File: config.mk
export PLATFORM = sky130hd
export DESIGN_NAME = err_therm_protect
export DESIGN_NICKNAME = d
export VERILOG_FILES = /design/src/design/err_therm_pkg.sv /design/src/design/pin_sync3.sv /design/src/design/err_therm_protect.sv
export SDC_FILE = /design/constraint.sdc
export NUM_CORES = 1
export LEC_CHECK = 0
export ABC_AREA = 0
export BUFFER_PORTS_ARGS = -buffer_cell sky130_fd_sc_hd__buf_2
export CORE_ASPECT_RATIO = 0.8
export CORE_UTILIZATION = 35
export CTS_BUF_LIST = sky130_fd_sc_hd__clkbuf_4 sky130_fd_sc_hd__clkbuf_8 sky130_fd_sc_hd__clkbuf_16
export DETAILED_ROUTE_END_ITERATION = 16
export GPL_ROUTABILITY_DRIVEN = 0
export SKIP_LAST_GASP = 1
export SYNTH_ARGS = -nofsm -noshare
export SYNTH_HDL_FRONTEND = slang
export SYNTH_SLANG_ARGS = --single-unit
File: constraint.sdc
create_clock -name i_mclk -period 3.75 [get_ports i_mclk]
set_clock_uncertainty 0.15 [all_clocks]
set_input_delay 0.1875 -clock i_mclk [delete_from_list [all_inputs] [get_ports i_mclk]]
set_output_delay 0.1875 -clock i_mclk [all_outputs]
set_load 0.05 [all_outputs]
File: src/design/err_therm_pkg.sv
// Shared constants for the error and thermal protection block
package err_therm_pkg;
  // ----------------------------------------
  // Timing
  // ----------------------------------------
  localparam int          CLK_PERIOD_NS     = 40;
  // Machine-check pulse length, in base clock cycles
  localparam int          MCHK_PULSE_CYCLES = 16;
  localparam logic [4:0]  MCHK_CNT_LOAD     = 5'(MCHK_PULSE_CYCLES);
  // ----------------------------------------
  // Thermal limits
  // ----------------------------------------
  localparam int          TEMP_W            = 8;
  // Trip point in degrees C, sensor codes are whole degrees
  localparam logic [7:0]  TRIP_TEMP_C       = 8'h82;
  // ----------------------------------------
  // Reset values and the open-drain drive level
  // ----------------------------------------
  localparam logic        RST_PIN_HIGH      = 1'b1;
  localparam logic        RST_PIN_LOW       = 1'b0;
  localparam logic [2:0]  RST_SYNC3         = 3'h7;
endpackage

File: src/design/pin_sync3.sv
// Three-stage synchroniser with agreement filter for an asynchronous pin
`timescale 1ns/1ps
module pin_sync3
(
  // Clock and reset
  input  wire logic i_mclk,
  input  wire logic i_reset_n,
  // Pin in, filtered level out
  input  wire logic i_pin,
  output logic      o_level
);
  typedef struct packed
  {
    logic [2:0] stage;
    logic       level;
  } sync_state_t;

  sync_state_t st;
  sync_state_t next_st;

  // ----------------------------------------
  // Next state
  // ----------------------------------------
  // Stage 0 is read only by stage 1, so metastability never reaches the filter
  always_comb
  begin
    next_st = st;
    next_st.stage = {st.stage[1:0], i_pin};
    if (st.stage[2] == st.stage[1])
    begin
      next_st.level = st.stage[2];
    end
  end

  always_ff @(posedge i_mclk or negedge i_reset_n)
  begin
    if (!i_reset_n)
    begin
      st <= {err_therm_pkg::RST_SYNC3, err_therm_pkg::RST_PIN_HIGH};
    end
    else
    begin
      st <= next_st;
    end
  end

  assign o_level = st.level;
endmodule // pin_sync3

File: src/design/err_therm_protect.sv
// Error and thermal protection signalling of the device
// Contract
// - Assert catastrophic error on any unrecoverable machine check or internal fault.
// - Machine-check class error holds catastrophic error for exactly 16 base clocks.
// - Internal-fault class holds catastrophic error until warm or cold reset.
// - Drive over-temperature low at max safe temperature; engage control if enabled.
// - Over-temperature is open-drain, also sampled; external pull-down engages control.
// - Above about 130 C halt execution and assert thermal shutdown output.
// - Regulator fault raises regulator-fault output with thermal shutdown and shutdown.
`timescale 1ns/1ps
module err_therm_protect
(
  // Clock and reset
  input  wire logic       i_mclk,
  input  wire logic       i_reset_n,
  input  wire logic       i_warm_reset,
  // Supply good pins, asynchronous
  input  wire logic       i_core_supply_good,
  input  wire logic       i_sustain_supply_good,
  // Internal error events, one-cycle pulses
  input  wire logic       i_machine_check_fault,
  input  wire logic       i_internal_fault,
  input  wire logic       i_regulator_fault_event,
  // Thermal sensor
  input  wire logic       i_at_max_temp,
  input  wire logic [7:0] i_junction_temp,
  input  wire logic       i_tcc_enable,
  // Over-temperature open-drain pin
  input  wire logic       i_over_temperature_n,
  output logic            o_over_temperature_n,
  output logic            o_over_temperature_oe,
  // Outputs
  output logic            o_catastrophic_error_n,
  output logic            o_thermal_shutdown_n,
  output logic            o_thermal_shutdown_oe,
  output logic            o_regulator_fault,
  output logic            o_thermal_control_circuit,
  output logic            o_halt_execution
);
  typedef enum logic [2:0]
  {
    CE_IDLE  = 3'b001,
    CE_PULSE = 3'b010,
    CE_HOLD  = 3'b100
  } cat_state_t;

  typedef struct packed
  {
    cat_state_t cat;
    logic [4:0] cnt;
    logic       cat_n;
    logic       hot_oe;
    logic       thermal_control_circuit;
    logic       trip_oe;
    logic       reg_fault;
    logic       halt;
    // Cycles the error output has been low, saturating; only the checks read it
    logic [4:0] low_run;
  } prot_state_t;

  prot_state_t st;
  prot_state_t next_st;
  logic        core_good;
  logic        sust_good;
  logic        ext_hot_n;
  logic        power_ok;
  logic        trip_now;

  // ----------------------------------------
  // Pin synchronisers
  // ----------------------------------------
  pin_sync3 u_sync_core
  (
    .i_mclk    (i_mclk),
    .i_reset_n (i_reset_n),
    .i_pin     (i_core_supply_good),
    .o_level   (core_good)
  );
  pin_sync3 u_sync_sust
  (
    .i_mclk    (i_mclk),
    .i_reset_n (i_reset_n),
    .i_pin     (i_sustain_supply_good),
    .o_level   (sust_good)
  );
  // Our own drive also shows on the sampled pin; left unmasked, so it engages control too
  pin_sync3 u_sync_hot
  (
    .i_mclk    (i_mclk),
    .i_reset_n (i_reset_n),
    .i_pin     (i_over_temperature_n),
    .o_level   (ext_hot_n)
  );

  // Supplies are trusted from reset on, since the filter resets high, until it agrees on low
  assign power_ok = core_good && sust_good;
  assign trip_now = (i_junction_temp > err_therm_pkg::TRIP_TEMP_C) || i_regulator_fault_event;

  // ----------------------------------------
  // Next state
  // ----------------------------------------
  always_comb
  begin
    next_st = st;
    next_st.hot_oe = i_at_max_temp;
    next_st.thermal_control_circuit = i_tcc_enable && (i_at_max_temp || !ext_hot_n);
    // Trip is latched: once halted, only a power cycle or reset restarts
    if (trip_now)
    begin
      next_st.trip_oe = 1'b1;
      next_st.halt = 1'b1;
    end
    if (i_regulator_fault_event)
    begin
      next_st.reg_fault = 1'b1;
    end
    case (st.cat)
      CE_IDLE:
      begin
        if (i_internal_fault)
        begin
          next_st.cat = CE_HOLD;
        end
        else if (i_machine_check_fault)
        begin
          next_st.cat = CE_PULSE;
          next_st.cnt = err_therm_pkg::MCHK_CNT_LOAD;
        end
      end
      CE_PULSE:
      begin
        if (i_internal_fault)
        begin
          next_st.cat = CE_HOLD;
        end
        else if (st.cnt == 5'h01)
        begin
          next_st.cat = CE_IDLE;
        end
        next_st.cnt = st.cnt - 5'h01;
      end
      CE_HOLD:
      begin
        next_st.cat = CE_HOLD;
      end
      default:
      begin
        next_st.cat = CE_IDLE;
      end
    endcase
    next_st.cat_n = (next_st.cat == CE_IDLE);
    if (i_warm_reset)
    begin
      next_st.cat = CE_IDLE;
      next_st.cat_n = 1'b1;
      next_st.cnt = 5'h00;
    end
    if (!power_ok)
    begin
      next_st = '{cat: CE_IDLE, cnt: 5'h00, cat_n: 1'b1, hot_oe: 1'b0, thermal_control_circuit: 1'b0,
                  trip_oe: 1'b0, reg_fault: 1'b0, halt: 1'b0, low_run: 5'h00};
    end
    // Counted after every override, so it follows the output itself
    if (next_st.cat_n)
    begin
      next_st.low_run = 5'h00;
    end
    else if (st.low_run != 5'h1f)
    begin
      next_st.low_run = st.low_run + 5'h01;
    end
  end

  always_ff @(posedge i_mclk or negedge i_reset_n)
  begin
    if (!i_reset_n)
    begin
      st <= '{cat: CE_IDLE, cnt: 5'h00, cat_n: 1'b1, hot_oe: 1'b0, thermal_control_circuit: 1'b0,
              trip_oe: 1'b0, reg_fault: 1'b0, halt: 1'b0, low_run: 5'h00};
    end
    else
    begin
      st <= next_st;
    end
  end

  // ----------------------------------------
  // Outputs
  // ----------------------------------------
  assign o_catastrophic_error_n    = st.cat_n;
  assign o_over_temperature_n      = err_therm_pkg::RST_PIN_LOW;
  assign o_over_temperature_oe     = st.hot_oe;
  assign o_thermal_shutdown_n      = err_therm_pkg::RST_PIN_LOW;
  assign o_thermal_shutdown_oe     = st.trip_oe;
  assign o_regulator_fault         = st.reg_fault;
  assign o_thermal_control_circuit = st.thermal_control_circuit;
  assign o_halt_execution          = st.halt;

  // ----------------------------------------
  // Assertions
  // ----------------------------------------
  a_mchk_no_early: assert property (@(posedge i_mclk) disable iff (!i_reset_n)
    (!o_catastrophic_error_n && st.low_run < err_therm_pkg::MCHK_CNT_LOAD && power_ok && !i_warm_reset)
    |=> !o_catastrophic_error_n)
    else $error("machine check pulse ended early");
  a_mchk_pulse_len: assert property (@(posedge i_mclk) disable iff (!i_reset_n)
    (st.cat != CE_HOLD && st.low_run == err_therm_pkg::MCHK_CNT_LOAD && !i_internal_fault)
    |=> o_catastrophic_error_n)
    else $error("machine check pulse longer than 16 cycles");
  a_internal_fault_hold: assert property (@(posedge i_mclk) disable iff (!i_reset_n)
    (st.cat == CE_HOLD && power_ok && !i_warm_reset) |=> !o_catastrophic_error_n)
    else $error("internal fault error released early");
  a_fault_asserts: assert property (@(posedge i_mclk) disable iff (!i_reset_n)
    (power_ok && !i_warm_reset && (i_internal_fault || (i_machine_check_fault && st.cat == CE_IDLE)))
    |=> !o_catastrophic_error_n)
    else $error("catastrophic error not asserted");
  a_hot_drive: assert property (@(posedge i_mclk) disable iff (!i_reset_n)
    (power_ok && i_at_max_temp) |=> o_over_temperature_oe)
    else $error("over-temperature not driven");
  a_ext_hot_tcc: assert property (@(posedge i_mclk) disable iff (!i_reset_n)
    (power_ok && i_tcc_enable && !ext_hot_n) |=> o_thermal_control_circuit)
    else $error("external hot did not engage control");
  a_trip_halt: assert property (@(posedge i_mclk) disable iff (!i_reset_n)
    (power_ok && i_junction_temp > err_therm_pkg::TRIP_TEMP_C) |=> (o_thermal_shutdown_oe && o_halt_execution))
    else $error("thermal trip missing");
  a_reg_fault_trip: assert property (@(posedge i_mclk) disable iff (!i_reset_n)
    o_regulator_fault |-> o_thermal_shutdown_oe)
    else $error("regulator fault without shutdown");
  a_power_gate: assert property (@(posedge i_mclk) disable iff (!i_reset_n)
    !power_ok |=> (o_catastrophic_error_n && !o_thermal_shutdown_oe && !o_regulator_fault))
    else $error("outputs active without supply good");
endmodule // err_therm_protect

==> results.json <==
{
  "track_usage_pct": 11.38,
  "switching_share_pct": 25.82,
  "timing.hold.ws_ns": 0.0009543,
  "die_w_um": 63.89,
  "rsz0062_at_grt": "no",
  "arrival_ns": 1.50,
  "finalSetupTns_ns": 0,
  "hold_violations": 0,
  "synth-edff-count": 0,
  "p_seq_share_pct": 56.2,
  "synth_area_leaders": "dfstp_2 (34%), dfrtp_1 (26%), a21oi_1 (3.7%), maj3_1 (2.8%), nor2_1 (2.8%)",
  "route.vias.total": 756,
  "synth_top_cell_area_share_pct": 34.31,
  "grt_first_pass_wirelength_mm": 2.884,
  "place_ws_ns": 2.296,
  "route.detailed.drc": 0,
  "slew-limit-headroom_pct": 64.91,
  "fin_ws_ns": 2.247,
  "fillers": 251,
  "yosysMostFrequentCell": "dfstp_2",
  "fmax_mhz": 665.2,
  "worstPathRequired_ns": 3.75,
  "grt_max_degree": 26,
  "startpoint_type": "input port",
  "drt_first_pass_iters": 4,
  "die_area_um2": 3290,
  "synth.top_cells.by_count": "dfstp_2 (14), dfrtp_1 (11), a21oi_1 (8), nor2_1 (8), inv_1 (5)",
  "antenna_cells": 0,
  "syn_area_um2": 1072,
  "ys.flop_type": "dfstp_2",
  "drtAntennaViolNets": 0,
  "syn_area_per_cell_um2": 11.78,
  "r2r_slack_ns": 2.25,
  "nets": 144,
  "first_global_vias": 682,
  "antenna_found_initial": 0,
  "area_growth_pct": 23.69,
  "post-route-period-util_pct": 40.09,
  "root_buffer": "clkbuf_8",
  "cts_resized": 0,
  "dp_hpwl_mm": 1.304,
  "drive_gt1_share_pct": 38.52,
  "cts_tree": "done",
  "crit_type": "input port to register",
  "top_level_ports": 27,
  "numClockSinks": 25,
  "ys_seq_area_share_pct": 59.98,
  "h-tree-depth": 1,
  "post_cts_buffers": 0,
  "grt_overflow": 0,
  "core_area_um2": 2829,
  "clock_latency_ns": 0.27,
  "drt-initial-drc-count": 25,
  "io_buffers": 24,
  "clock_path_buffers": 2,
  "p_leak_nw": 0.5775,
  "post-route-min-period_ns": 1.503,
  "numCtsBuffers": 3,
  "netlist_instances": 91,
  "synth_area_leader_cell": "dfstp_2",
  "end_kind": "register",
  "power.switching_uw": 136.9,
  "worst_pin_slew_ns": 0.5264,
  "irDropWorstVdd_mv": 0.3224,
  "finalWirelength_mm": 1.752,
  "async_flop_share_pct": 100.0,
  "p_comb_share_pct": 13.0,
  "final_cells": 160,
  "wire_per_inst_um": 10.95,
  "finalSetupViolCount": 0,
  "cp_max_fo": 6,
  "clock_power_share_pct": 30.7,
  "power_uw": 530.1,
  "cap_violations": 0,
  "finalMaxSlewViolations": 0,
  "vias_per_cell": 4.725,
  "hold_buffers": 6,
  "p_int_uw": 393.2,
  "worstHoldPathType": "input port to register",
  "yosysWarnings": 0,
  "cts.clk_slew.worst_paths_ns": 0.09,
  "dp_cells": 150,
  "rows": 17,
  "status": "finished clean",
  "ys_seq_elements": 25,
  "start_util_pct": 37.90,
  "die_h_um": 51.51,
  "powerDensity_nw_per_um2": 399.7,
  "yosysUniqueCellTypes": 37
}
==> path summary, 6_finish.rpt <==
path / from / end / cells past startpoint
max: i_internal_fault / st[12] / 6
min: i_regulator_fault_event / o_regulator_fault / 3
max reg2reg: st[12] / st[16] / 5
min reg2reg: u_sync_core.next_st[2] / u_sync_core.next_st[3] / 0
max in group asynchronous: i_reset_n / o_catastrophic_error_n / 2
min in group asynchronous: i_reset_n / st[12] / 2
==> layout by cell type, fill, tap and decap left out, types with 3 or more instances in the layout <==
cell | synthesis | final
buf_2 | 1 | 24
dlygate4sd3_1 | 0 | 6
maj3_1 | 3 | 3
inv_1 | 5 | 5
dfstp_2 | 14 | 14
nor2_1 | 8 | 8
nand2_1 | 4 | 4
clkbuf_8 | 0 | 3
dfrtp_1 | 11 | 11
a21oi_1 | 8 | 8
==> power by group through the flow <==
| stage | combinational, mW | sequential [mW] | clock, mW |
|---|---|---|---|
| floorplan | 0.0319 | 0.315 | 0 |
| global placement | 0.0646 | 0.302 | 0 |
| detailed placement | 0.0650 | 0.303 | 0 |
| CTS | 0.0699 | 0.298 | 0.169 |
| global route | 0.0756 | 0.300 | 0.181 |
| finish | 0.0690 | 0.298 | 0.163 |
==> metal layers <==
layer	vias up	part of all wire, %	global-route usage (%)	wire [um]
li1	377	-	-	-
met3	0	5.9	3.947	103
met5	-	0	0	0
met1	361	49	14.12	850
met2	18	46	19.86	799
met4	0	0	1.136	0
==> cell families (layout without fill, tap and decap cells) <==
logic type | Yosys count | count (layout) | synth area share, %
flops | 25 | 25 | 59.98
fa+ha+maj | 5 | 5 | 5.134
other cells | 1 | 2 | 0.3497
simple gates | 28 | 28 | 15.75
buf+inv | 9 | 39 | 4.317
compound gates | 23 | 23 | 14.47
==> per-stage QoR <==
stage	utilization (%)	instance area (um^2)
after global routing	46.88	1326
final	46.88	1326
after CTS	46.88	1326
after global placement	42.99	1216
after floorplan	-	1076
after detailed placement	42.99	1216
==> flip-flops by register name, indices dropped and copies added (netlist names), 2 cells and up <==
| signal | cells |
|---|---|
| u_sync_core.next_st | 2 |
| u_sync_hot.next_st | 2 |
| u_sync_sust.next_st | 2 |
| st | 8 |
==> final cells by class <==
cell class,count,area [um^2],share of cell area [%]
Clock buffer,3,41.29,3.113
Multi-Input combinational cell,58,386.6,29.15
Tap cell,38,47.55,3.585
Sequential cell,25,643.1,48.49
Clock inverter,1,8.758,0.6604
Timing Repair Buffer,30,180.2,13.58
Inverter,5,18.77,1.415
==> worst max-delay path: stages <==
cell	delay, ns
dlygate4sd3_1	0.53
buf_2	0.15
and4bb_1	0.33
o21ai_2	0.09
a21oi_1	0.16
nor2_1	0.05
Note: power is estimated with default switching activity, not from simulation.
